## src/inc/dma_cfg.svh

```systemverilog
`ifndef DMA_CFG_SVH
`define DMA_CFG_SVH
`define NCH 4
`define CNT_W 24
`define OFF_PAR 10'h200
`define OFF_INTERRUPT_PIN_ASSIGNMENT 10'h204
`define CH_REGION 2'h3
`define REG_SAR 4'h0
`define REG_DAR 4'h1
`define REG_DCR 4'h2
`define REG_BCR 4'h3
`define REG_DSR 4'h4
`define CHANNEL_START_BIT 0
`define DCR_EEXT 1
`define DCR_CS 2
`define ACK_LAST_ONLY_SELECT 3
`define DCR_SIZE 5:4
`define DCR_SINC 6
`define DCR_DINC 7
`define DCR_SAA 8
`define DCR_SDIR 9
`define DCR_BWC 15:12
`define DSR_DONE 0
`define DSR_BSY 1
`define DSR_CE 2
`define DSR_BE 3
`define SZ_BYTE 2'h0
`define SZ_WORD 2'h1
`define SZ_LONG 2'h2
`define SZ_LINE 2'h3
`define STEP_BYTE 24'h000001
`define STEP_WORD 24'h000002
`define STEP_LONG 24'h000004
`define STEP_LINE 24'h000010
`define LINE_LAST 2'h3
`define BW_PAD 4'h0
`define TT_DMA 2'h1
`define TT_IDLE 2'h0
`define TM_NOCHAN 2'h2
`define RQ_IDLE 2'h3
`endif

```

## src/inc/dma_pkg.sv

```systemverilog
package dma_pkg;
   typedef enum logic [2:0] {S_IDLE, S_RD, S_WR, S_SA, S_GAP} eng_state_t;
   typedef struct packed {
      logic valid;
      logic write;
      logic [1:0] size;
      logic [31:0] addr;
      logic [31:0] wdata;
      logic [1:0] chan;
      logic single;
      logic show;
   } bus_req_t;
   typedef struct packed {
      logic ready;
      logic err;
      logic [31:0] rdata;
   } bus_rsp_t;
   typedef struct packed {
      logic [2:0] o;
      logic [2:0] oe;
   } pin_drv_t;
endpackage

```

## src/hdl/dma_transfer_signalling.sv

```systemverilog
// The implementer's own choices: the APB register port and the address map.
`timescale 1ns/10ps
`include "dma_cfg.svh"
// What this block does
// - Upper modifier bit high on single-address DMA cycles, else low
// - Lower modifier bits carry channel code 0 or 1; code 11 never
// - Per-channel select: indication on every transfer or last only
// - Modifier enabled, acks off: three modifier bits; disabled: port bits
// - Upper modifier bit still driven while acks are enabled
// - Channel-1 ack replaces modifier bit 1 when enabled
// - Channel-0 ack replaces modifier bit 0 when enabled
// - Byte counters are 24 bits on all channels, no width select
// - Four channels, each programmed individually; channels 2 and 3 take on-chip requests and no single-address
// - No single-address transfers with on-chip peripherals
// - Request from software start bit or external request pin
// - Cycle-steal and continuous modes, per-channel bandwidth
// - 32-bit addresses and data for both transfer kinds
// - Dual-address transfer is source read then destination write
// - Single-address: device gives address, external part moves data
// - Load, transfer, terminate with outcome in status register
// - Transfer-type pins show 01 on DMA cycles
// - Count drops by 1, 2, 4 or 16 after write or single access
module dma_transfer_signalling (
   input wire logic clk_i, // System clock
   input wire logic reset_i, // Async reset, active high
   input wire logic [9:0] paddr_i, // APB address
   input wire logic psel_i, // APB select
   input wire logic penable_i, // APB enable
   input wire logic pwrite_i, // APB direction
   input wire logic [31:0] pwdata_i, // APB write data
   output logic [31:0] prdata_o, // APB read data
   output logic pready_o, // APB ready
   output logic pslverr_o, // APB error
   output dma_pkg::bus_req_t bus_req_o, // System bus request
   input wire dma_pkg::bus_rsp_t bus_rsp_i, // System bus answer
   input wire logic [1:0] dma_request_in_n_i, // External requests, pins
   input wire logic [1:0] periph_req_i, // On-chip requests, ch 2 and 3
   input wire dma_pkg::pin_drv_t parallel_port_bits_i, // Port drive
   output dma_pkg::pin_drv_t transfer_modifier_bits_o, // Shared pins
   output logic [1:0] transfer_type_pins_o // Transfer type
);
   import dma_pkg::*;

   ////////////////////////////////////////////////////////////////////
   logic [31:0] sar_q [`NCH];
   logic [31:0] dar_q [`NCH];
   logic [15:0] dcr_q [`NCH];
   logic [`CNT_W-1:0] bcr_q [`NCH];
   logic [31:0] buf_q [4];
   logic [3:0] done_q, ce_q, be_q, run_q, req_q;
   logic [2:0] par_q;
   logic [1:0] interrupt_pin_assignment_q;
   logic [31:0] prdata_q;
   logic [1:0] rq_s1_q, rq_s2_q, rq_s3_q, rq_lvl_q, pr_q;
   eng_state_t state_q, state_d;
   logic [1:0] ch_q, ch_d, beat_q, beat_d;
   logic [7:0] gap_q, gap_d;
   bus_req_t breq_q, breq_d;
   logic xfer_ok, term_err, start_bad, start_zero;
   logic [1:0] sel;
   logic [31:0] dsr_v;

   function automatic logic [`CNT_W-1:0] step_of(input logic [1:0] sz);
      case (sz)
         `SZ_BYTE: step_of = `STEP_BYTE;
         `SZ_WORD: step_of = `STEP_WORD;
         `SZ_LONG: step_of = `STEP_LONG;
         default: step_of = `STEP_LINE;
      endcase
   endfunction

   ////////////////////////////////////////////////////////////////////
   // Register access
   wire setup = psel_i & ~penable_i;
   wire acc = psel_i & penable_i;
   wire [1:0] ch_a = paddr_i[7:6];
   wire [3:0] reg_a = paddr_i[5:2];
   wire ch_hit = (paddr_i[9:8] == `CH_REGION) && (reg_a <= `REG_DSR)
      && (paddr_i[1:0] == 2'h0);
   wire hit_par = paddr_i == `OFF_PAR;
   wire hit_irq = paddr_i == `OFF_INTERRUPT_PIN_ASSIGNMENT;
   wire mapped = ch_hit | hit_par | hit_irq;
   wire wr = acc & pwrite_i & mapped;
   wire wr_ch = wr & ch_hit;
   wire [3:0] acc_oh = 4'h1 << ch_a;
   wire [3:0] wr_sar = {4{wr_ch && reg_a == `REG_SAR}} & acc_oh;
   wire [3:0] wr_dar = {4{wr_ch && reg_a == `REG_DAR}} & acc_oh;
   wire [3:0] wr_dcr = {4{wr_ch && reg_a == `REG_DCR}} & acc_oh;
   wire [3:0] wr_bcr = {4{wr_ch && reg_a == `REG_BCR}} & acc_oh;
   wire [3:0] wr_dsr = {4{wr_ch && reg_a == `REG_DSR}} & acc_oh;
   wire [3:0] sw_start = wr_dcr & {4{pwdata_i[`CHANNEL_START_BIT]}};
   wire [3:0] st_clr = wr_dsr & {4{pwdata_i[`DSR_DONE]}};

   always_comb
   begin
      dsr_v = 32'h00000000;
      dsr_v[`DSR_DONE] = done_q[ch_a];
      dsr_v[`DSR_BSY] = run_q[ch_a];
      dsr_v[`DSR_CE] = ce_q[ch_a];
      dsr_v[`DSR_BE] = be_q[ch_a];
   end

   wire [31:0] ch_rd =
      (reg_a == `REG_SAR) ? sar_q[ch_a] :
      (reg_a == `REG_DAR) ? dar_q[ch_a] :
      (reg_a == `REG_DCR) ? {16'h0000, dcr_q[ch_a]} :
      (reg_a == `REG_BCR) ? {8'h00, bcr_q[ch_a]} : dsr_v;
   wire [31:0] rd_mux = ch_hit ? ch_rd :
      hit_par ? {29'h00000000, par_q} :
      hit_irq ? {30'h00000000, interrupt_pin_assignment_q} : 32'h00000000;

   assign pready_o = 1'b1;
   assign pslverr_o = acc & ~mapped;
   assign prdata_o = prdata_q;

   always_ff @(posedge clk_i or posedge reset_i)
   begin
      if (reset_i)
         prdata_q <= 32'h00000000;
      else if (setup)
         prdata_q <= rd_mux;
   end

   always_ff @(posedge clk_i or posedge reset_i)
   begin
      if (reset_i)
      begin
         par_q <= 3'h0;
         interrupt_pin_assignment_q <= 2'h0;
      end
      else
      begin
         if (wr & hit_par)
            par_q <= pwdata_i[2:0];
         if (wr & hit_irq)
            interrupt_pin_assignment_q <= pwdata_i[1:0];
      end
   end

   ////////////////////////////////////////////////////////////////////
   // Request inputs; pins idle high, so reset to the idle level
   wire [1:0] rq_agree = ~(rq_s2_q ^ rq_s3_q);
   wire [1:0] rq_lvl_d = (rq_agree & rq_s3_q) | (~rq_agree & rq_lvl_q);
   wire [1:0] ext_fall = rq_lvl_q & ~rq_lvl_d;
   wire [1:0] per_rise = periph_req_i & ~pr_q;
   logic [3:0] eext;
   always_comb
   begin
      for (int c = 0; c < `NCH; c++)
         eext[c] = dcr_q[c][`DCR_EEXT];
   end
   wire [3:0] trig = {per_rise, ext_fall} & eext;

   always_ff @(posedge clk_i or posedge reset_i)
   begin
      if (reset_i)
      begin
         rq_s1_q <= `RQ_IDLE;
         rq_s2_q <= `RQ_IDLE;
         rq_s3_q <= `RQ_IDLE;
         rq_lvl_q <= `RQ_IDLE;
         pr_q <= 2'h0;
      end
      else
      begin
         rq_s1_q <= dma_request_in_n_i;
         rq_s2_q <= rq_s1_q;
         rq_s3_q <= rq_s2_q;
         rq_lvl_q <= rq_lvl_d;
         pr_q <= periph_req_i;
      end
   end

   ////////////////////////////////////////////////////////////////////
   // Arbitration, lowest channel first, only between transfers
   always_comb
   begin
      sel = 2'h0;
      for (int c = `NCH - 1; c >= 0; c--)
         if (req_q[c])
            sel = 2'(c);
   end
   wire any_req = |req_q;
   wire [15:0] sdcr = dcr_q[sel];
   wire [`CNT_W-1:0] sbcr = bcr_q[sel];
   wire [1:0] ssz = sdcr[`DCR_SIZE];
   wire sel_zero = sbcr == 24'h000000;
   wire sel_bad = (ssz == `SZ_LINE && sbcr[3:0] != 4'h0)
      || (ssz == `SZ_LONG && sbcr[1:0] != 2'h0)
      || (ssz == `SZ_WORD && sbcr[0])
      || (sel[1] && sdcr[`DCR_SAA]);

   wire [15:0] cdcr = dcr_q[ch_q];
   wire [`CNT_W-1:0] cstep = step_of(cdcr[`DCR_SIZE]);
   wire [`CNT_W-1:0] new_bcr = bcr_q[ch_q] - cstep;
   wire blk_end = new_bcr == 24'h000000;
   wire cs_mode = cdcr[`DCR_CS];
   wire beat_ok = breq_q.valid & bus_rsp_i.ready;
   wire last_beat = (cdcr[`DCR_SIZE] != `SZ_LINE) || (beat_q == `LINE_LAST);

   always_comb
   begin
      state_d = state_q;
      ch_d = ch_q;
      beat_d = beat_q;
      gap_d = gap_q;
      xfer_ok = 1'b0;
      term_err = 1'b0;
      start_bad = 1'b0;
      start_zero = 1'b0;
      case (state_q)
         S_IDLE:
            if (any_req)
            begin
               ch_d = sel;
               beat_d = 2'h0;
               if (sel_zero)
                  start_zero = 1'b1;
               else if (sel_bad)
                  start_bad = 1'b1;
               else if (sdcr[`DCR_SAA])
                  state_d = S_SA;
               else
                  state_d = S_RD;
            end
         S_RD, S_WR, S_SA:
            if (beat_ok)
            begin
               if (bus_rsp_i.err)
               begin
                  term_err = 1'b1;
                  state_d = S_IDLE;
               end
               else if (!last_beat)
                  beat_d = beat_q + 2'h1;
               else if (state_q == S_RD)
               begin
                  state_d = S_WR;
                  beat_d = 2'h0;
               end
               else
               begin
                  xfer_ok = 1'b1;
                  gap_d = {cdcr[`DCR_BWC], `BW_PAD};
                  // Bandwidth gap only between units of one block
                  if (!blk_end && !cs_mode && gap_d != 8'h00)
                     state_d = S_GAP;
                  else
                     state_d = S_IDLE;
               end
            end
         S_GAP:
            if (gap_q == 8'h00)
               state_d = S_IDLE;
            else
               gap_d = gap_q - 8'h01;
         default:
            state_d = S_IDLE;
      endcase
   end

   ////////////////////////////////////////////////////////////////////
   // Next bus request, held in flops until the bus answers
   wire [15:0] ddcr = dcr_q[ch_d];
   wire [`CNT_W-1:0] dstep = step_of(ddcr[`DCR_SIZE]);
   wire d_acc = state_d == S_RD || state_d == S_WR || state_d == S_SA;
   wire [31:0] d_base = (state_d == S_WR) ? dar_q[ch_d] : sar_q[ch_d];
   // Word of a single-beat read goes straight to the write, buffer not yet loaded;
   // only on the answering edge, so a stalled request holds its data
   wire fwd = state_q == S_RD && beat_ok && beat_q == beat_d;

   always_comb
   begin
      breq_d.valid = d_acc;
      breq_d.write = state_d == S_WR
         || (state_d == S_SA && ddcr[`DCR_SDIR]);
      breq_d.size = ddcr[`DCR_SIZE];
      breq_d.addr = d_base + {28'h0000000, beat_d, 2'h0};
      breq_d.wdata = fwd ? bus_rsp_i.rdata : buf_q[beat_d];
      breq_d.chan = ch_d;
      breq_d.single = state_d == S_SA;
      breq_d.show = !ddcr[`ACK_LAST_ONLY_SELECT] || bcr_q[ch_d] == dstep;
   end

   always_ff @(posedge clk_i or posedge reset_i)
   begin
      if (reset_i)
      begin
         state_q <= S_IDLE;
         ch_q <= 2'h0;
         beat_q <= 2'h0;
         gap_q <= 8'h00;
         breq_q <= '0;
      end
      else
      begin
         state_q <= state_d;
         ch_q <= ch_d;
         beat_q <= beat_d;
         gap_q <= gap_d;
         breq_q <= breq_d;
      end
   end

   always_ff @(posedge clk_i)
   begin
      if (state_q == S_RD && beat_ok && !bus_rsp_i.err)
         buf_q[beat_q] <= bus_rsp_i.rdata;
   end
   assign bus_req_o = breq_q;

   ////////////////////////////////////////////////////////////////////
   // Channel registers and status; hardware set wins over clear
   wire [3:0] cur_oh = 4'h1 << ch_q;
   wire [3:0] sel_oh = 4'h1 << sel;
   wire [3:0] adv = cur_oh & {4{xfer_ok}};
   wire [3:0] fin = adv & {4{blk_end}};
   wire [3:0] err_oh = cur_oh & {4{term_err}};
   wire [3:0] bad_oh = sel_oh & {4{start_bad}};
   wire [3:0] zero_oh = sel_oh & {4{start_zero}};
   wire [3:0] stop = fin | err_oh | bad_oh | zero_oh;
   wire [3:0] req_set = sw_start | trig;
   wire [3:0] req_clr = stop | (adv & {4{cs_mode}});

   always_ff @(posedge clk_i or posedge reset_i)
   begin
      if (reset_i)
      begin
         req_q <= 4'h0;
         run_q <= 4'h0;
         done_q <= 4'h0;
         ce_q <= 4'h0;
         be_q <= 4'h0;
      end
      else
      begin
         req_q <= req_set | (req_q & ~req_clr);
         run_q <= req_set | (run_q & ~stop);
         done_q <= fin | zero_oh | (done_q & ~st_clr);
         ce_q <= bad_oh | (ce_q & ~st_clr);
         be_q <= err_oh | (be_q & ~st_clr);
      end
   end

   always_ff @(posedge clk_i or posedge reset_i)
   begin
      if (reset_i)
         for (int c = 0; c < `NCH; c++)
         begin
            sar_q[c] <= 32'h00000000;
            dar_q[c] <= 32'h00000000;
            dcr_q[c] <= 16'h0000;
            bcr_q[c] <= 24'h000000;
         end
      else
         for (int c = 0; c < `NCH; c++)
         begin
            if (wr_sar[c])
               sar_q[c] <= pwdata_i;
            else if (adv[c] && (cdcr[`DCR_SINC] || cdcr[`DCR_SAA]))
               sar_q[c] <= sar_q[c] + {8'h00, cstep};
            if (wr_dar[c])
               dar_q[c] <= pwdata_i;
            else if (adv[c] && cdcr[`DCR_DINC] && !cdcr[`DCR_SAA])
               dar_q[c] <= dar_q[c] + {8'h00, cstep};
            // Start is an action, never stored
            if (wr_dcr[c])
               dcr_q[c] <= {pwdata_i[15:1], 1'b0};
            if (wr_bcr[c])
               bcr_q[c] <= pwdata_i[`CNT_W-1:0];
            else if (adv[c])
               bcr_q[c] <= new_bcr;
         end
   end

   ////////////////////////////////////////////////////////////////////
   // Shared pins: modifier, acknowledge or port function
   wire dcyc = breq_q.valid;
   wire show = dcyc & breq_q.show;
   assign transfer_type_pins_o = dcyc ? `TT_DMA : `TT_IDLE;
   wire tm2 = dcyc & breq_q.single;
   wire [1:0] chan_code = (show && !breq_q.chan[1]) ?
      breq_q.chan : `TM_NOCHAN;
   wire [1:0] dack = {2{show}} &
      {breq_q.chan == 2'h1, breq_q.chan == 2'h0};
   // Ack needs its modifier pin enabled first
   wire [1:0] ack_on = interrupt_pin_assignment_q & par_q[1:0];
   wire [2:0] fn_val = {tm2, (ack_on & dack) | (~ack_on & chan_code)};

   assign transfer_modifier_bits_o.o = (par_q & fn_val)
      | (~par_q & parallel_port_bits_i.o);
   assign transfer_modifier_bits_o.oe = par_q
      | (~par_q & parallel_port_bits_i.oe);

endmodule // dma_transfer_signalling

```

## config.mk

```make
export PLATFORM = sky130hd
export DESIGN_NAME = dma_transfer_signalling
export DESIGN_NICKNAME = d
export VERILOG_FILES = /design/src/inc/dma_pkg.sv /design/src/hdl/dma_transfer_signalling.sv
export VERILOG_INCLUDE_DIRS = /design/src /design/src/inc
export SDC_FILE = /design/constraint.sdc
export NUM_CORES = 2
export LEC_CHECK = 0
export BUFFER_PORTS_ARGS = -buffer_cell sky130_fd_sc_hd__buf_2
export CAP_MARGIN = 20
export CORE_ASPECT_RATIO = 0.7
export CORE_MARGIN = 1
export CORE_UTILIZATION = 43
export DETAILED_ROUTE_END_ITERATION = 8
export GPL_ROUTABILITY_DRIVEN = 0
export SKIP_LAST_GASP = 1
export SLEW_MARGIN = 0
export SYNTH_ARGS = -nofsm -noshare
export SYNTH_HDL_FRONTEND = slang
export SYNTH_SLANG_ARGS = --single-unit
```

## constraint.sdc

```tcl
create_clock -name clk_i -period 33.3 [get_ports clk_i]
set_input_delay 6.66 -clock clk_i [delete_from_list [all_inputs] [get_ports clk_i]]
set_output_delay 6.66 -clock clk_i [all_outputs]
set_load 0.05 [all_outputs]
```

==> impl_metrics.env <==
export IMPL_worstMarginPinSlew_ns=1.164
export IMPL_path_class="input port to output port"
export IMPL_critical_path_top_delay_family="buffers and inverters"
export IMPL_syn_area_per_cell_um2=9.515
export IMPL_grt_pass1_vias=32940
export IMPL_timing_fmax_mhz=62.38
export IMPL_final_nets=4579
export IMPL_path_clk_slew_ns=0.06
export IMPL_cp_start_kind="input port"
export IMPL_synthFlopType="dfrtp_1"
export IMPL_fin_crit_ns=16.03
export IMPL_synthToLayoutAreaGrowth_pct=11.67
export IMPL_ys_seq_area_frac=0.4313
export IMPL_totalWireLength_um=150100
export IMPL_fin_ws_ns=17.27
export IMPL_grt_overflow_total=0
export IMPL_grtUsageTotal=0.3027
export IMPL_n_fill_cell=8882
export IMPL_whs_ns=0.3412
export IMPL_ys_ff_latch=692
export IMPL_numCtsBuffers=77
export IMPL_layout_drive_gt1_share=0.1690
export IMPL_cap_violations=0
export IMPL_clock_latency_ns=0.68
export IMPL_grt_max_degree=151
export IMPL_relSlewSlack=0.2210
export IMPL_start_util=0.4343
export IMPL_cp_cell_sequence="buf_2, nor2_1, o311ai_1, and4b_1, buf_2"
export IMPL_postLayoutCoreUtil=0.4850
export IMPL_ctsResizeCount=0
export IMPL_detail_route_antenna_nets=0
export IMPL_cts_setup_buffers=0
export IMPL_remaining_drc_errors=0
export IMPL_vdd_drop_max_mv=0.03742
export IMPL_critPathMaxStageDelay_ns=0.91
export IMPL_core_area_um2=95920
export IMPL_drt_vias_per_instance=6.134
export IMPL_fin_tns_setup_ns=0
export IMPL_dpl_worst_slack_ns=17.34
export IMPL_cts_tree="yes"
export IMPL_cts_root_buf="clkbuf_16"
export IMPL_slew_viol_final=0
export IMPL_synthArstFlopShare=0.8150
export IMPL_syn_instance_count=4378
export IMPL_io_pins=205
export IMPL_crit_path_frequent_cell="buf_2"
export IMPL_cts_buffer_depth=3
export IMPL_synth_nets=4522
export IMPL_p_leak_uw=0.01868
export IMPL_routedWlPerCell_um=26.07
export IMPL_chipHeight_um=262.4
export IMPL_clock_sinks=692
export IMPL_yosysWarnings=0
export IMPL_status="finished, final reports clean"
export IMPL_cp_arrival_ns=9.37
export IMPL_syn_cell_area_um2=41660
export IMPL_powerDensity_nw_per_um2=48.65
export IMPL_hp_class="register to register"
export IMPL_cts_hold_buf=0
export IMPL_cp_num_buf_inv=2
export IMPL_dr_pass1_iters=6
export IMPL_yosysUniqueCellTypes=104
export IMPL_hold_viol=0
export IMPL_slowest_stage="o311ai_1"
export IMPL_cp_required_ns=26.64
export IMPL_die_area_um2=98150
export IMPL_synth_edff_count=128
export IMPL_port_buffers=202
export IMPL_first_iter_violations=4446
export IMPL_htreeDepth=3
export IMPL_cp_end_kind="output port"
export IMPL_final_area_um2=46520
export IMPL_route_vias_total=35320
export IMPL_final_setup_skew_ns=0.04741
export IMPL_setup_viol=0
export IMPL_fp_row_count=95
export IMPL_dp_hpwl_um=105300
export IMPL_rsz0062_at_grt="false"
export IMPL_worstPathMaxFanout=35
export IMPL_antenna_found_initial=4
export IMPL_fin_crit_sh=0.4814
export IMPL_die_x_um=374.0
export IMPL_placed_cell_area_um2=43730
export IMPL_grt_pass1_wl_um=223700
[kinds of logic after synthesis]
family                     Yosys count  synth area share
DFF                                692            0.4313
and+or+nand+nor                   1714            0.1889
xor gates and xnor gates           287           0.06034
muxes                              359            0.1376
other                                2         0.0001803
AOI/OAI and AO/OA                  889            0.1263
adders and majority gates           55           0.01820
buffers and inverters              380           0.03724
[Yosys cell counts (all sizes together) (11+ instances only)]
cell | instances | share of area
mux2 | 114 | 0.031
a31o | 12 | 0.0025
xnor2 | 150 | 0.032
nor3 | 66 | 0.0090
o21ai | 489 | 0.059
nor3b | 11 | 0.0021
a21oi | 121 | 0.015
a31oi | 54 | 0.0081
and3 | 101 | 0.015
a311oi | 12 | 0.0025
inv | 85 | 0.0077
mux2i | 88 | 0.021
a22oi | 32 | 0.0058
buf | 86 | 0.011
nand4 | 53 | 0.0087
nor2b | 26 | 0.0039
or3 | 13 | 0.0021
a21o | 21 | 0.0038
xor2 | 137 | 0.029
mux4 | 157 | 0.086
nand2b | 17 | 0.0026
o21a | 12 | 0.0023
dfrtp | 556 | 0.33
nand3 | 142 | 0.017
nor2 | 279 | 0.026
o211ai | 31 | 0.0058
nand2 | 898 | 0.081
ha | 43 | 0.013
nor4 | 44 | 0.0089
and2 | 16 | 0.0024
clkbuf | 208 | 0.019
o22ai | 12 | 0.0018
edfxtp | 128 | 0.092
a211oi | 24 | 0.0043
[cell usage in the layout (no fill, tap or decap), drive strengths merged, types with 21 or more instances in the layout]
cell type and count:
a211oi 24, a21o 21, a21oi 121, a22oi 32, a31oi 54, and3 101
buf 272, clkbuf 109, dfrtp 556, edfxtp 128, ha 43, inv 89
mux2 114, mux2i 88, mux4 157, nand2 898, nand3 142, nand4 53
nor2 279, nor2b 26, nor3 66, nor4 44, o211ai 31, o21ai 489
xnor2 150, xor2 137
[power by group]
| group | switching (µW) | internal, µW | total [µW] |
|---|---|---|---|
| logic | 339 | 125 | 464 |
| clock network | 389 | 520 | 909 |
| registers | 11.6 | 878 | 890 |
| total | 740 | 1520 | 2260 |
[final cells by class]
cell class	instances	area (µm²)	area share
flip-flops and latches	692	17970	0.3863
inverters	86	335.3	0.007208
clock inverters	31	465.4	0.01001
multi-input cells	3306	22300	0.4794
well taps	1261	1578	0.03392
diodes	1	2.502	0.00005379
repair buffers	272	1650	0.03548
clock buffers	109	2217	0.04766
[per-layer routing]
layer  up-vias  share of wire  track usage  routed length [µm]
li1      15700              -            -                   -
met1     17440           0.44       0.4478               65370
met2      1947           0.40       0.4089               59990
met3       232           0.13       0.1065               20050
met4         2          0.031      0.09409                4665
met5         -       0.000087            0                  13
[state kept, by name, indices dropped and copies added, names as in the netlist, 4 cells and up]
register and count:
done_q 4, gap_q 8, run_q 4, ce_q 4, buf_q 128, sar_q 128, bcr_q 96, dar_q 128
dcr_q 60, be_q 4, bus_req_o 71, req_q 4, prdata_o 32
[through the flow]
stage               power, µW  instances
floorplan                1207       4378
global placement         1351       5612
detailed placement       1354       5613
CTS                      2262       5753
global route             2330       5757
finish                   2263       5758
[final timing paths]
kind	cells after the start	end	slack [ns]	from
setup / recovery	5	pslverr_o	17.27	paddr_i[3]
hold / removal	0	rq_s2_q[0]	0.34	rq_s1_q[0]
setup reg to reg	16	req_q[3]	26.91	bus_req_o[2]
hold reg to reg	0	rq_s2_q[0]	0.34	rq_s1_q[0]
max in group asynchronous	5	bus_req_o[60]	24.30	reset_i
min in group asynchronous	2	bus_req_o[32]	6.09	reset_i
[worst register-to-register path: stages, from the launching register on]
cell,delay [ns]
dfrtp_2,0.37
buf_4,0.52
buf_4,0.49
mux4_1,0.76
nor2_1,0.28
ha_1,0.27
inv_1,0.08
fa_1,0.39
and2_1,0.18
o31ai_2,0.44
nand3_1,0.29
or3_1,0.50
xnor2_1,0.16
or4_1,0.57
nor4_4,0.56
a221o_1,0.35
o21ai_1,0.08
No activity file was read; power rests on OpenSTA's default activity.
